`config.mk`:
```
export PLATFORM = sky130hd
export DESIGN_NAME = tppg_core
export DESIGN_NICKNAME = d
export VERILOG_FILES = /design/src/verilog/tppg_pkg.sv /design/src/verilog/tppg_core.sv
export VERILOG_INCLUDE_DIRS = /design/src /design/src/verilog
export SDC_FILE = /design/constraint.sdc
export NUM_CORES = 1
export LEC_CHECK = 0
export BUFFER_PORTS_ARGS = -buffer_cell sky130_fd_sc_hd__buf_2
export CORE_MARGIN = 2
export CORE_UTILIZATION = 25
export CTS_BUF_LIST = sky130_fd_sc_hd__clkbuf_2
export DETAILED_ROUTE_END_ITERATION = 10
export HOLD_SLACK_MARGIN = 0.06
export PLACE_DENSITY = 0.42
export SLEW_MARGIN = 15
export SYNTH_ARGS = -nofsm -noshare
export SYNTH_HDL_FRONTEND = slang
export SYNTH_SLANG_ARGS = --single-unit
```
`constraint.sdc`:
```
create_clock -name pclk -period 6.2 [get_ports pclk]
set_input_delay 0.31 -clock pclk [delete_from_list [all_inputs] [get_ports pclk]]
set_output_delay 0.31 -clock pclk [all_outputs]
set_load 0.1 [all_outputs]
```
`src/verilog/tppg_map.svh`:
```
// Register offsets, field positions and reset values of the PWM generator
`ifndef TPPG_MAP_SVH
`define TPPG_MAP_SVH

`define TPPG_OFF_CTRL 8'h00
`define TPPG_OFF_PWMCTRL 8'h04
`define TPPG_OFF_REP 8'h08
`define TPPG_OFF_ISR 8'h0c
`define TPPG_OFF_CMP_BASE 4'h1
`define TPPG_OFF_STATUS 8'h20

`define TPPG_CTRL_CKE 0
`define TPPG_CTRL_ROUTE 1

`define TPPG_ISR_UPDATE 7
`define TPPG_ISR_RESYNC 8'hff

`define TPPG_CMP_CARRIER 2'h0
`define TPPG_CMP_LSB_ROUND 2
`define TPPG_CMP_MSB 15

`define TPPG_RST_CTRL 2'h0
`define TPPG_RST_PWMCTRL 8'h00
`define TPPG_RST_REP 8'h00
`define TPPG_RST_CMP 16'h0000
`define TPPG_RST_CMP_RDY 4'hf

`define TPPG_CNT_MAX 12'hfff
`define TPPG_CMP13_MAX 13'h1fff

`endif

```
`src/verilog/tppg_pkg.sv`:
```
// Types shared by the PWM generator
package tppg_pkg;

  typedef enum logic [1:0] {
    TPPG_UP = 2'b01,
    TPPG_DOWN = 2'b10
  } tppg_dir_type;

  // Buffered PWM control fields, packed in register bit order
  typedef struct packed {
    logic [2:0] full_duty_force;
    logic byte_format_sel;
    logic centre_align_sel;
    logic [2:0] counter_divider_sel;
  } tppg_ctrl_type;

endpackage : tppg_pkg

```
`src/verilog/tppg_core.sv`:
```
// Three-phase PWM generator with APB register access
`timescale 1ns/1ps
`include "tppg_map.svh"

// Functional notes
// RULE_01 - Free-running 12-bit up/down counter driven through the prescaler.
// RULE_02 - Three 13-bit phase compare values set U, V and W duty.
// RULE_03 - 12-bit carrier compare sets turnaround point and shared period.
// RULE_04 - Each compare has a preload copy moved to active only at update.
// RULE_05 - Prescaler divides the clock by 1 to 8 via a 3-bit field.
// RULE_06 - Divider setting is buffered and takes effect after next update.
// RULE_07 - Mode bit: 1 selects centre-aligned, 0 selects edge-aligned.
// RULE_08 - Centre mode counts up to carrier, down to zero, repeats.
// RULE_09 - Centre mode: output low on up match, high on down match.
// RULE_10 - Output held high when compare exceeds zero-extended carrier.
// RULE_11 - Output held low whenever compare equals zero.
// RULE_12 - Edge mode counts up to carrier, clears; low on match, high on clear.
// RULE_13 - Matching uses counter zero-extended to thirteen bits.
// RULE_14 - 12-bit format: low byte then high byte; transfer waits for high.
// RULE_15 - 8-bit format: all compares 8 bits, loaded by one byte write.
// RULE_16 - 8-bit format: force bits give 100% duty, cleared at each update.
// RULE_17 - Reads of buffered registers return the preload copy.
// RULE_18 - Phase compare left-aligned in 16 bits, rounded into 13 bits.
// RULE_19 - Software never writes carrier compare as zero.
// RULE_20 - Centre mode can reload at both overflow and underflow.
// RULE_21 - Routing bit sends only U to six-step path or all three out.
// RULE_22 - Transfers only when repetition down-counter is zero; auto-reload.
// RULE_23 - Update flag raised with each update event.
// RULE_24 - Enable clear holds counter at zero; setting it forces transfer.
// RULE_25 - Writing FFh to status resets counter, transfers, sets update flag.
// RULE_26 - Prescaler yields a one-cycle count enable on the bus clock.
module tppg_core (
  // Clock and reset
  input wire logic pclk,
  input wire logic presetn,
  // APB slave
  input wire logic psel,
  input wire logic penable,
  input wire logic pwrite,
  input wire logic [7:0] paddr,
  input wire logic [31:0] pwdata,
  input wire logic [3:0] pstrb,
  output logic [31:0] prdata,
  output logic pready,
  output logic pslverr,
  // PWM outputs
  output logic six_step_pwm,
  output logic [2:0] phase_pwm,
  output logic update_event
);

  logic cke;
  logic cke_d;
  logic three_phase_route_sel;
  tppg_pkg::tppg_ctrl_type ctrl_pre;
  tppg_pkg::tppg_ctrl_type ctrl_act;
  logic [7:0] repetition_reload;
  logic [7:0] rep_cnt;
  logic update_flag;
  logic [15:0] cmp_raw [4];
  logic [3:0] cmp_rdy;
  logic [11:0] carrier_act;
  logic [12:0] phase_act [3];
  logic [2:0] pre_cnt;
  logic [11:0] cnt;
  tppg_pkg::tppg_dir_type dir;
  logic [2:0] phase_lvl;
  logic [2:0] next_phase_lvl;
  logic [31:0] next_prdata;

  // Bus decode
  wire acc = psel & penable & pready;
  wire wr = acc & pwrite;
  wire sel_ctrl = paddr == `TPPG_OFF_CTRL;
  wire sel_pwmctrl = paddr == `TPPG_OFF_PWMCTRL;
  wire sel_rep = paddr == `TPPG_OFF_REP;
  wire sel_isr = paddr == `TPPG_OFF_ISR;
  wire sel_status = paddr == `TPPG_OFF_STATUS;
  wire sel_cmp = (paddr[7:4] == `TPPG_OFF_CMP_BASE) && (paddr[1:0] == 2'h0);
  wire [1:0] cmp_idx = paddr[3:2];
  wire mapped = sel_ctrl | sel_pwmctrl | sel_rep | sel_isr | sel_status |
    sel_cmp;
  wire wr_lo = wr & pstrb[0];
  wire wr_hi = wr & pstrb[1];
  wire resync = wr_lo & sel_isr & (pwdata[7:0] == `TPPG_ISR_RESYNC);
  wire flag_clr = wr_lo & sel_isr & ~pwdata[`TPPG_ISR_UPDATE];

  // Counter sequencing
  wire centre = ctrl_act.centre_align_sel;
  wire tick = cke & (pre_cnt == ctrl_act.counter_divider_sel); // RULE_26
  wire at_top = cnt == carrier_act;
  wire going_up = dir == tppg_pkg::TPPG_UP;
  wire ovf_ev = tick & at_top & (~centre | going_up);
  wire unf_ev = tick & centre & ~going_up & (cnt == 12'h000); // RULE_20
  wire cnt_ev = ovf_ev | unf_ev;
  wire rep_zero = rep_cnt == 8'h00;
  wire upd_ev = cnt_ev & rep_zero; // RULE_22
  wire force_upd = (cke & ~cke_d) | resync; // RULE_24 RULE_25
  wire do_upd = upd_ev | force_upd; // RULE_04
  wire fmt8 = ctrl_pre.byte_format_sel;
  wire [12:0] cnt_ext = {1'b0, cnt}; // RULE_13
  wire [12:0] carrier_ext = {1'b0, carrier_act};

  // Round the left-aligned phase value into 13 bits, saturating
  function automatic logic [12:0] tppg_round(input logic [15:0] raw);
    logic [13:0] sum;
    sum = {1'b0, raw[`TPPG_CMP_MSB:3]} + {13'h0000, raw[`TPPG_CMP_LSB_ROUND]};
    tppg_round = sum[13] ? `TPPG_CMP13_MAX : sum[12:0]; // RULE_18
  endfunction : tppg_round

  always_ff @(posedge pclk or negedge presetn) begin
    if (!presetn) begin
      pready <= 1'b0;
      pslverr <= 1'b0;
      prdata <= 32'h00000000;
    end else begin
      // One wait state lets read data come straight from a flip-flop
      pready <= psel & penable & ~pready;
      pslverr <= psel & penable & ~pready & ~mapped;
      prdata <= next_prdata;
    end
  end

  always_comb begin
    next_prdata = 32'h00000000;
    if (psel & penable & ~pready & ~pwrite) begin
      if (sel_ctrl) begin
        next_prdata[`TPPG_CTRL_CKE] = cke;
        next_prdata[`TPPG_CTRL_ROUTE] = three_phase_route_sel;
      end
      if (sel_pwmctrl) begin
        next_prdata[7:0] = ctrl_pre; // RULE_17
      end
      if (sel_rep) begin
        next_prdata[7:0] = repetition_reload; // RULE_17
      end
      if (sel_isr) begin
        next_prdata[`TPPG_ISR_UPDATE] = update_flag;
      end
      if (sel_cmp) begin
        next_prdata[15:0] = cmp_raw[cmp_idx]; // RULE_17
      end
      if (sel_status) begin
        next_prdata[11:0] = cnt;
        next_prdata[12] = ~going_up;
      end
    end
  end

  // Control registers
  always_ff @(posedge pclk or negedge presetn) begin
    if (!presetn) begin
      cke <= 1'b0;
      cke_d <= 1'b0;
      three_phase_route_sel <= 1'b0;
      repetition_reload <= `TPPG_RST_REP;
    end else begin
      cke_d <= cke;
      if (wr_lo & sel_ctrl) begin
        cke <= pwdata[`TPPG_CTRL_CKE];
        three_phase_route_sel <= pwdata[`TPPG_CTRL_ROUTE];
      end
      if (wr_lo & sel_rep) begin
        repetition_reload <= pwdata[7:0];
      end
    end
  end

  // Buffered PWM control; software write wins over the hardware clear
  always_ff @(posedge pclk or negedge presetn) begin
    if (!presetn) begin
      ctrl_pre <= `TPPG_RST_PWMCTRL;
      ctrl_act <= `TPPG_RST_PWMCTRL;
    end else begin
      if (wr_lo & sel_pwmctrl) begin
        ctrl_pre <= pwdata[7:0];
      end else if (do_upd) begin
        ctrl_pre.full_duty_force <= 3'h0; // RULE_16
      end
      if (do_upd) begin
        ctrl_act <= ctrl_pre; // RULE_06
      end
    end
  end

  // Update flag: a new update beats a clear in the same cycle
  always_ff @(posedge pclk or negedge presetn) begin
    if (!presetn) begin
      update_flag <= 1'b0;
    end else if (do_upd) begin
      update_flag <= 1'b1; // RULE_23 RULE_25
    end else if (flag_clr) begin
      update_flag <= 1'b0;
    end
  end

  // Compare preloads with byte-order tracking
  always_ff @(posedge pclk or negedge presetn) begin
    if (!presetn) begin
      for (int i = 0; i < 4; i++) begin
        cmp_raw[i] <= `TPPG_RST_CMP;
      end
      cmp_rdy <= `TPPG_RST_CMP_RDY;
    end else if (sel_cmp & (wr_lo | wr_hi)) begin
      if (wr_lo) begin
        cmp_raw[cmp_idx][7:0] <= pwdata[7:0];
      end
      if (wr_hi & ~fmt8) begin
        cmp_raw[cmp_idx][15:8] <= pwdata[15:8];
      end
      // In 12-bit format a lone low byte holds the value back until its high byte lands
      cmp_rdy[cmp_idx] <= fmt8 | wr_hi; // RULE_14 RULE_15
    end
  end

  // Active compares
  always_ff @(posedge pclk or negedge presetn) begin
    if (!presetn) begin
      carrier_act <= 12'h000;
      for (int i = 0; i < 3; i++) begin
        phase_act[i] <= 13'h0000;
      end
    end else if (do_upd) begin
      if (cmp_rdy[`TPPG_CMP_CARRIER]) begin
        carrier_act <= fmt8 ? {4'h0, cmp_raw[0][7:0]} :
          cmp_raw[0][11:0]; // RULE_03 RULE_15
      end
      for (int i = 0; i < 3; i++) begin
        if (cmp_rdy[i + 1]) begin
          phase_act[i] <= fmt8 ?
            {4'h0, ctrl_pre.full_duty_force[i], cmp_raw[i + 1][7:0]} :
            tppg_round(cmp_raw[i + 1]); // RULE_02 RULE_16
        end
      end
    end
  end

  // Prescaler and repetition counter
  always_ff @(posedge pclk or negedge presetn) begin
    if (!presetn) begin
      pre_cnt <= 3'h0;
      rep_cnt <= 8'h00;
    end else begin
      if (~cke | tick | resync) begin
        pre_cnt <= 3'h0; // RULE_05
      end else begin
        pre_cnt <= pre_cnt + 3'h1;
      end
      if (force_upd | upd_ev) begin
        rep_cnt <= repetition_reload; // RULE_22
      end else if (cnt_ev) begin
        rep_cnt <= rep_cnt - 8'h01;
      end
    end
  end

  // Main counter
  always_ff @(posedge pclk or negedge presetn) begin
    if (!presetn) begin
      cnt <= 12'h000;
      dir <= tppg_pkg::TPPG_UP;
    end else if (~cke | resync) begin
      cnt <= 12'h000; // RULE_24 RULE_25
      dir <= tppg_pkg::TPPG_UP;
    end else if (tick) begin
      case (dir)
        tppg_pkg::TPPG_UP: begin
          if (at_top & ~centre) begin
            cnt <= 12'h000; // RULE_12
          end else if (at_top) begin
            // Zero carrier is not allowed; the guard only avoids a wrap
            cnt <= (cnt == 12'h000) ? 12'h000 : cnt - 12'h001; // RULE_08
            dir <= tppg_pkg::TPPG_DOWN;
          end else begin
            cnt <= cnt + 12'h001; // RULE_01
          end
        end
        tppg_pkg::TPPG_DOWN: begin
          if (~centre) begin
            cnt <= 12'h000;
            dir <= tppg_pkg::TPPG_UP;
          end else if (cnt == 12'h000) begin
            cnt <= (carrier_act == 12'h000) ? 12'h000 : 12'h001; // RULE_08
            dir <= tppg_pkg::TPPG_UP;
          end else begin
            cnt <= cnt - 12'h001;
          end
        end
        default: begin
          cnt <= 12'h000;
          dir <= tppg_pkg::TPPG_UP;
        end
      endcase
    end
  end

  // Per-phase output level
  genvar g;
  generate
    for (g = 0; g < 3; g++) begin : g_phase
      wire match = cnt_ext == phase_act[g]; // RULE_13
      wire hold_low = phase_act[g] == 13'h0000;
      wire hold_high = phase_act[g] > carrier_ext;
      wire edge_lvl = match ? 1'b0 :
        (cnt == 12'h000) ? 1'b1 : phase_lvl[g]; // RULE_12
      wire centre_lvl = match ? ~going_up : phase_lvl[g]; // RULE_09
      assign next_phase_lvl[g] = hold_low ? 1'b0 : // RULE_11
        hold_high ? 1'b1 : // RULE_10
        ~tick ? phase_lvl[g] :
        centre ? centre_lvl : edge_lvl; // RULE_07
    end
  endgenerate

  always_ff @(posedge pclk or negedge presetn) begin
    if (!presetn) begin
      phase_lvl <= 3'h0;
    end else begin
      phase_lvl <= next_phase_lvl;
    end
  end

  // Output routing, registered so every output leaves a flip-flop
  always_ff @(posedge pclk or negedge presetn) begin
    if (!presetn) begin
      six_step_pwm <= 1'b0;
      phase_pwm <= 3'h0;
      update_event <= 1'b0;
    end else begin
      six_step_pwm <= ~three_phase_route_sel & phase_lvl[0]; // RULE_21
      phase_pwm <= three_phase_route_sel ? phase_lvl : 3'h0; // RULE_21
      update_event <= do_upd;
    end
  end

endmodule : tppg_core

```
# --- Word level (Yosys, flattened, before mapping) ---
# Index checks and enable logic that the tools add are counted.
word_totals:
  out_inout_bits: 39
  input_bits: 49
  register_bits: 194
classes:
  bitwise_logic: 51
  reduce_logical: 29
  mux: 72
  order_cmp: 7
  addsub: 7
  n_eq_ne: 19
op_table:
  columns: ["op", "count"]
  rows:
  - ["$mux W64", 3]
  - ["$bwmux W64", 2]
  - ["$mux W12", 8]
  - ["$mux W13", 7]
  - ["$mux W16", 5]
  - ["$demux W16 S2", 2]
  - ["$add A13 B1 Y14", 3]
  - ["$mux W8", 5]
  - ["$eq A12 B13 Y1", 3]
  - ["$gt A13 B12 Y1", 3]
  - ["$logic_not A13 Y1", 3]
  - ["$bmux W16 S2", 1]
  - ["$and A1 B1 Y1", 26]
  - ["$logic_not A12 Y1", 2]
  - ["$mux W1", 24]
  - ["$pmux W12 S2", 1]
  - ["$eq A8 B4 Y1 const B", 2]
  - ["$logic_not A8 Y1", 2]
  - ["$mux W2", 7]
  - ["$or A1 B1 Y1", 14]
  - ["$add A12 B1 Y12 const B", 1]
  - ["$eq A12 B12 Y1", 1]
  - ["$mux W3", 4]
  - ["$ne A4 B1 Y1 const B", 3]
  - ["other kinds (30)", 53]

# --- Longest topological paths before layout ---
# Gate-level depths: netlist (run 1).
depth:
  word_depth: 10
  depth_mapped: 10

# --- Least setup slack after synthesis (run 1) ---
# No wires, ideal clock.
synth_path:
  kind: "reg2reg"
  start: "register pready"
  end: "register rep_cnt[2]"
  arrival_ns: 2.835
  path_stages_with_launch: 8
  t_required_ns: 6.079
  path_buffers: 1
  setup_ns: 0.121
  setup_slack_ns: 3.243
  path_cell_list: "dfrtp_1 and4_1 clkbuf_1 nand4_1 o22ai_4 nor2_1 mux2_2 o22a_1"
synth_between:
  elab_chain_len: 8
synth_rtl:
  columns: ["item", "line", "text"]
  rows:
  - ["start: declaration", "tppg_core.sv:44", "output logic pready,"]
  - ["start signal: assignment", "tppg_core.sv:118", "pready <= psel & penable & ~pready;"]
  - ["$and A1 B1 Y1 (*)", "tppg_core.sv:72", "wire acc = psel & penable & pready;"]
  - ["$and A1 B1 Y1 (*)", "tppg_core.sv:73", "wire wr = acc & pwrite;"]
  - ["$and A1 B1 Y1 (*)", "tppg_core.sv:83", "wire wr_lo = wr & pstrb[0];"]
  - ["$and A1 B1 Y1 (*) (2 in a row)", "tppg_core.sv:85", "wire resync = wr_lo & sel_isr & (pwdata[7:0] == `TPPG_ISR_RESYNC);"]
  - ["$or A1 B1 Y1 (*)", "tppg_core.sv:98", "wire force_upd = (cke & ~cke_d) | resync;"]
  - ["$or A1 B1 Y1 (*)", "tppg_core.sv:249", "if (force_upd | upd_ev) begin"]
  - ["$mux W8 or $reduce_bool A2 Y1 (tied branches)", null, null]
  - ["end signal: assignment", "tppg_core.sv:250", "rep_cnt <= repetition_reload;"]
  - ["end signal: assignment", "tppg_core.sv:252", "rep_cnt <= rep_cnt - 8'h01;"]
  - ["end: declaration", "tppg_core.sv:58", "logic [7:0] rep_cnt;"]
# Mark *: on every way between the ends. The rest lies on a longest branch, timed or not.
# A chain may end at the register's enable or synchronous reset.

# --- Worst setup path in the final report (run 1) ---
layout_path:
  start: "register cnt[4]"
  end: "register ctrl_pre[6] (netlist bit)"
layout_between:
  elab_chain_len: 7
layout_rtl:
  columns: ["item", "line", "text"]
  rows:
  - ["start: declaration", "tppg_core.sv:65", "logic [11:0] cnt;"]
  - ["start signal: assignment", "tppg_core.sv:272", "cnt <= (cnt == 12'h000) ? 12'h000 : cnt - 12'h001;"]
  - ["start signal: assignment", "tppg_core.sv:275", "cnt <= cnt + 12'h001;"]
  - ["start signal: assignment", "tppg_core.sv:283", "cnt <= (carrier_act == 12'h000) ? 12'h000 : 12'h001;"]
  - ["$eq A12 B12 Y1", "tppg_core.sv:91", "wire at_top = cnt == carrier_act;"]
  - ["$and A1 B1 Y1 (2 in a row)", "tppg_core.sv:93", "wire ovf_ev = tick & at_top & (~centre | going_up);"]
  - ["$or A1 B1 Y1 (*)", "tppg_core.sv:95", "wire cnt_ev = ovf_ev | unf_ev;"]
  - ["$and A1 B1 Y1 (*)", "tppg_core.sv:97", "wire upd_ev = cnt_ev & rep_zero;"]
  - ["$or A1 B1 Y1 (*)", "tppg_core.sv:99", "wire do_upd = upd_ev | force_upd;"]
  - ["named net do_upd", "tppg_core.sv:99", null]
  - ["$reduce_bool A2 Y1 (no line) (*)", null, null]
  - ["end signal: assignment", "tppg_core.sv:172", "ctrl_pre <= `TPPG_RST_PWMCTRL;"]
  - ["end signal: assignment", "tppg_core.sv:176", "ctrl_pre <= pwdata[7:0];"]
  - ["end: declaration", "tppg_core.sv:55", "tppg_pkg::tppg_ctrl_type ctrl_pre;"]
# The timed path passes the listed nets; every way through them passes the cells marked *.

==> out/results.ini, run 1 <==
[sta]
finalHoldViolCount=0
holdWs_ps=183
timing.final.ws_setup_ps=2210
finClkSkew_ps=56.3
setup_viol=0
worst_pin_slew_ps=1090
drv_slew=0
post-route-period-util_pct=64.4
tns_ps=0
final.min_clock_period_ps=3990
rsz0062_at_grt=false
fmax_ghz=0.250
maxSlewHeadroom_pct=27.4

[pwr]
p_seq_share_pct=55.8
p_total_mw=2.49
clkPwrFrac_pct=25.2
p_switching_mw=0.866
power.density_nw_per_um2=185
peakVddDrop_mv=0.113
switching_share_pct=34.8
pwr-share-comb_pct=19.0
power.leakage_nw=6.06
internal_power_mw=1.62

[placement]
routabilityCongestion=0.825
dpl.hpwl_um=29300
io_buffers=53
place_area_um2=12800
place_inst=1751
dp_slack_ps=2460

[clocking]
cts_resized=0
worstSkewPairLatency_ps=910
post_cts_buffers=0
clock-root-buffer=clkbuf_2
h-tree-depth=4
clk_path_buf_depth=2
cts_sinks=194
tritoncts=built
clk_pin_slew_ps=300
cts_made_buffers=17

[worst_hold_path]
hold_path_end=pready
hold_depth=4
hp-start=psel
hold_class=in2reg

[flow_run]
cap_viol_max_count=0

[floorplan]
die_w_um=223
die_h_um=223
coreArea_um2=47500
dieArea_um2=49700
placementRows=80
io_pins=88
initial_utilization_pct=25.2

[detailed_routing]
drc=0
post_drt_wl_per_cell_um=21.6
wirelength_um=39400
vias=9165
ant_nets=0
viasPerCell=5.02
drtIter0Drc=601
drtPass1Iterations=4

[grt]
antenna_found_initial=1
grt_pass1_wl_um=60500
grtUsageTotal_pct=16.2
grt_max_degree=122
grt.overflow.total=0
grt_pass1_vias=9160

[logic_synthesis]
syn_area_um2=12000
yosysSeqAreaShare_pct=40.6
postSynth.asyncResetShare_pct=100
syn_inst=1131
ys_warn_count=0
ys.flop_type=dfrtp_1
synth-edff-count=0
ys_ff_latch=194
yosysUniqueCellTypes=71
avgSynthCellArea_um2=10.6

[critical_path]
reg2regPathDepth=8
crit_required_ps=7040
r2r_end=ctrl_pre[6]
path_class=reg2reg
end_kind=register
cp_data_arrival_time_ps=4830
rr_startpoint=cnt[4]
startpoint_type=register
crit_fanout=14
r2r_setup_slack_ps=2210

[layout]
ff_latch_area_um2=4860
finalInstanceArea_um2=13400
nNetsFinal=1294
fin_util_pct=28.3
area_growth_pct=12.2
drive_gt1_share_pct=21.2
nFillCells=4945
multi_input_area_um2=6650
stdcell_count=1827

[run_status]
run_status=completed

## layer usage
metal | GRT usage (%) | vias to the layer above | share of wire, %
met5 | 0 | - | 0
met4 | 3.36 | 0 | 0.87
met3 | 2.12 | 23 | 3.1
met2 | 26.4 | 185 | 48
met1 | 23.0 | 4652 | 48
li1 | - | 4305 | -
## worst max-delay path, cell delays in order, from the launching register on
cell           delay (ps)
dfrtp_1               750
or4_4                 690
or4_4                 590
nor3_4                190
o211a_4               310
nor2_2                190
inv_1                 450
o21ai_0               160
dlygate4sd3_1         590
## kinds of logic after synthesis
kind of cell    Yosys count  share of synthesized area [%]
compound gates          210                           13.2
simple gates            335                           14.5
flops                   194                           40.6
xor+xnor                 78                           5.71
mux                     153                           16.6
fa+ha+maj                48                           5.02
buf+inv                 112                           4.35
other cells               1                         0.0313
## power by group through the flow
stage / combinational, mW / sequential, mW / clock (mW)
after floorplan: 0.355 / 1.34 / 0
after global placement: 0.459 / 1.41 / 0
after detailed placement: 0.460 / 1.41 / 0
after CTS: 0.477 / 1.39 / 0.658
after global routing: 0.525 / 1.39 / 0.706
final: 0.473 / 1.39 / 0.628
## worst max-delay path by stage
stage / start / end / slack [ps] / cells past startpoint
floorplan: pready / rep_cnt[2] / 3240 / 7
global placement: paddr[1] / cmp_raw[49] / 2540 / 7
detailed placement: paddr[1] / cmp_raw[22] / 2460 / 7
CTS: cnt[4] / ctrl_pre[6] / 2180 / 8
global route: cnt[4] / ctrl_pre[6] / 2130 / 8
finish: cnt[4] / ctrl_pre[6] / 2210 / 8
## Yosys cell counts, drive strengths merged (7+ instances only)
cell type  count  area [um^2]
a31oi         14         87.6
dfrtp        189         4730
a21oi         21          105
nand2         82          308
and3          11         68.8
buf           30          213
o21ai         39          244
and2          11         68.8
a211oi         7         52.6
mux4          16          360
inv           39          146
and4          10         87.6
clkbuf        43          161
o2bb2ai        7         61.3
mux2         123         1490
a2bb2oi       22          193
nor3          18          106
xor2          50          438
ha            48          601
o22a           7         61.3
nand4         29          181
nand3         36          180
mux2i         14          140
nor2          67          254
or3            9         56.3
o31ai         12         90.1
o21a          11         82.6
nor2b          8         50.1
nand2b         7         43.8
a221oi         8         70.1
a22oi         16          120
xnor2         28          245
nor4          27          169
## placed cells by master (no fill, tap or decap), types with 11 or more instances in the layout
cell / instances
dfrtp_1: 189
mux2_2: 95
nand2_1: 82
nor2_1: 66
buf_2: 52
xor2_1: 50
ha_1: 48
dlygate4sd3_1: 41
inv_1: 39
nand3_1: 36
o21ai_0: 34
nand4_1: 29
xnor2_1: 28
mux2_4: 28
nor4_1: 27
a2bb2oi_1: 22
a21oi_1: 21
clkbuf_2: 21
mux4_2: 16
a22oi_1: 16
nor3_1: 16
conb_1: 16
a31oi_1: 14
mux2i_1: 14
o31ai_1: 12
and3_1: 11
o21a_1: 11
## repair_timing
item                                   4_1_cts  5_1_grt
hold buffers                                42        0
endpoints found under the hold margin      270        0
setup endpoints to repair                    0        0
## cell type report
type | instances | share of cell area (%)
multi-input cells | 840 | 49.5
flip-flops and latches | 194 | 36.2
repair buffers | 105 | 5.95
well taps | 615 | 5.73
inverters | 39 | 1.09
clock buffers | 21 | 0.782
clock inverters | 11 | 0.773
diodes | 2 | 0.0372
## sequential cells by signal (all words and copies together) (netlist names), 7 cells and up
signal	flops
prdata	16
cnt	12
repetition_reload	8
rep_cnt	8
cmp_raw	64
phase_act	39
carrier_act	12
ctrl_pre	7
(Power assumes the default switching activity.)
==> run 2, diff against run 1 <==
Settings changed: ABC_AREA from default to 1, PLACE_DENSITY 0.42 to 0.43.
Clock period 6.2 ns to 3.3 ns, I/O delays scaled along.
==> run 2 against run 1 <==
Net effect:
- critical path type is now in2reg
- via count up 28%
- combinational power is 27% lower
- first-iteration DRC count rose by 39%
- largest power group unchanged
- sequential power rose by 73%
==> out/results.ini, run 2 <==
[grt]
grtUsageTotal_pct=18.2
antenna_found_initial=2
grt_max_degree=81
grt.overflow.total=0
grt_pass1_wl_um=69000
grt_pass1_vias=11300

[layout]
final_common_cell=nand2_1
largest_reg_flops=64
drive_gt1_share_pct=8.73
nNetsFinal=1952
nFillCells=5402
stdcell_count=2534
final_cell_mix=nand2_1 (581), dfrtp_1 (189), inv_1 (166)
reg_top3=cmp_raw: 64 flops, phase_act: 39 flops, prdata: 16 flops
largest-register=cmp_raw
area_growth_pct=16.0

[critical_path]
cp_data_arrival_time_ps=3970
critPathBufInv=6
crit_path_frequent_cell=dlygate4sd3_1
path_cells=dlygate4sd3_1 > buf_2 > dlygate4sd3_1 > nand2_1 > dlygate4sd3_1 > nor2_1 > dlygate4sd3_1 > inv_1 > nor2_1 > nand2_1 > a41oi_1
path_class=in2reg
end_kind=register
cp_slowest_cell=dlygate4sd3_1
startpoint_type=primary input
cp_top_family=buffers and inverters
slowest_delay_ps=580
crit_required_ps=4200
crit_fanout=14

[detailed_routing]
viasPerCell=4.61
post_drt_wl_per_cell_um=17.8
drtIter0Drc=835
vias=11700
ant_nets=0
drc=0
wirelength_um=45100
drtPass1Iterations=5

[clocking]
tritoncts=built
clock-root-buffer=clkbuf_2
clk_pin_slew_ps=290
clk_path_buf_depth=2
cts_made_buffers=17
cts_sinks=194
worstSkewPairLatency_ps=1010
h-tree-depth=4

[pwr]
clkPwrFrac_pct=31.3
peakVddDrop_mv=0.224
power.density_nw_per_um2=278
p_switching_mw=1.16
power.leakage_nw=7.08
p_seq_share_pct=60.1
switching_share_pct=29.0
pwr-share-comb_pct=8.7
internal_power_mw=2.84

[sta]
worst_pin_slew_ps=779
finalHoldViolCount=0
finClkSkew_ps=53.7
fmax_ghz=0.326
maxSlewHeadroom_pct=48.0
post-route-period-util_pct=92.9
drv_slew=0
tns_ps=0
rsz0062_at_grt=false
setup_viol=0
final.min_clock_period_ps=3070

[run_status]
run_status=completed

[placement]
dpl.hpwl_um=34600
io_buffers=53
routabilityCongestion=0.908
place_inst=2422

[floorplan]
initial_utilization_pct=25.3
dieArea_um2=51400
die_h_um=227
placementRows=81
io_pins=88
die_w_um=227
coreArea_um2=49000

[flow_run]
cap_viol_max_count=0

[logic_synthesis]
yosysUniqueCellTypes=51
avgSynthCellArea_um2=7.15
yosysTopAreaCell=dfrtp_1
synth_top_area_share_pct=38.2
yosys-top-cells-area=dfrtp_1 (38%), nand2_1 (18%), inv_1 (5.0%), o21ai_0 (4.9%), ha_1 (4.8%)
synth-edff-count=0
ys_ff_latch=194
synth.most_common_cell=nand2_1
ys_warn_count=0
ys.flop_type=dfrtp_1
synthTopCellsByCount=nand2_1 (582), dfrtp_1 (189), inv_1 (166)
yosysSeqAreaShare_pct=39.2
syn_inst=1733
postSynth.asyncResetShare_pct=100
syn_area_um2=12400

[worst_hold_path]
hold_class=in2reg

[run 2: cell count changes in the layout (fill, tap and decap cells not counted), sizes merged, moves of 70 or more]
cell	change
nor2	+70
nand3	+79
mux2	-123
o21ai	+107
nand2	+507
inv	+137
[run 2: final timing paths]
kind                       startpoint              to  slack, ps  cells after the start
min in group asynchronous     presetn  carrier_act[1]        290                      4
setup / recovery              penable      prdata[14]        230                     11
max in group asynchronous     presetn    phase_act[6]       2550                      4
hold / removal               paddr[6]     update_flag        240                      8
hold reg to reg            pre_cnt[0]      pre_cnt[0]        510                      1
setup reg to reg               pready     cmp_raw[24]        240                      7
[run 2: cell type report]
class,instances,area [um^2],share of cell area (%)
repair buffers,158,1290,8.96
diodes,2,5.00,0.0348
multi-input cells,1303,6480,45.1
well taps,664,831,5.78
inverters,181,694,4.83
clock buffers,21,105,0.731
clock inverters,11,113,0.783
flip-flops and latches,194,4860,33.8
[run 2: power by group through the flow]
stage                     registers [mW]  logic [mW]  clock network, mW
final                               2.40       0.347               1.25
after global routing                2.41       0.378               1.40
after CTS                           2.40       0.351               1.32
after detailed placement            2.44       0.295                  0
after global placement              2.44       0.294                  0
after floorplan                     2.45       0.170                  0
[run 2: worst register-to-register path, cell delays in order, from the launching register on]
cell and delay, ps:
dfrtp_1 420, nand4_1 360, nor3_1 560, dlygate4sd3_1 670, nand2_2 230, nand2_1 130
o21ai_1 60, dlygate4sd3_1 550
[run 2: cells by family (layout without fill, tap and decap cells)]
group           Yosys count  count (layout)  share of synthesized area (%)
other cells               1              18                         0.0303
fa+ha+maj                48              48                           4.85
buf+inv                 251             371                           9.00
compound gates          254             254                           11.3
simple gates            932             932                           31.9
xor+xnor                 53              53                           3.75
flops                   194             194                           39.2
[run 2: repair_timing]
item / in CTS / in global routing
hold buffers: 78 / 1
setup endpoints to repair: 0 / 24
hold endpoints to repair: 328 / 13
buffers inserted: 0 / 0
gates resized for setup: 0 / 2
[run 2: stage by stage]
| stage | utilization [%] | setup WS (ps) | area [um^2] | power, mW | hold WS [ps] |
|---|---|---|---|---|---|
| 3_5_place_dp | 27.3 | 738 | 13300 | 2.73 | 280 |
| 4_1_cts | 29.3 | 83.5 | 14400 | 4.07 | 110 |
| 2_1_floorplan | - | 921 | 12400 | 2.62 | -131 |
| 3_3_place_gp | 27.3 | 774 | 13300 | 2.73 | 281 |
| 6_report | 29.4 | 234 | 14400 | 4.00 | 242 |
| 5_1_grt | 29.4 | 84.1 | 14400 | 4.18 | 194 |
[run 2: routing by layer]
| metal | vias up | wire length (um) | track usage, % |
|---|---|---|---|
| li1 | 5852 | - | - |
| met1 | 5543 | 21800 | 25.1 |
| met2 | 245 | 20400 | 28.4 |
| met3 | 46 | 1670 | 3.33 |
| met4 | 0 | 1310 | 6.49 |
| met5 | - | 0 | 0 |
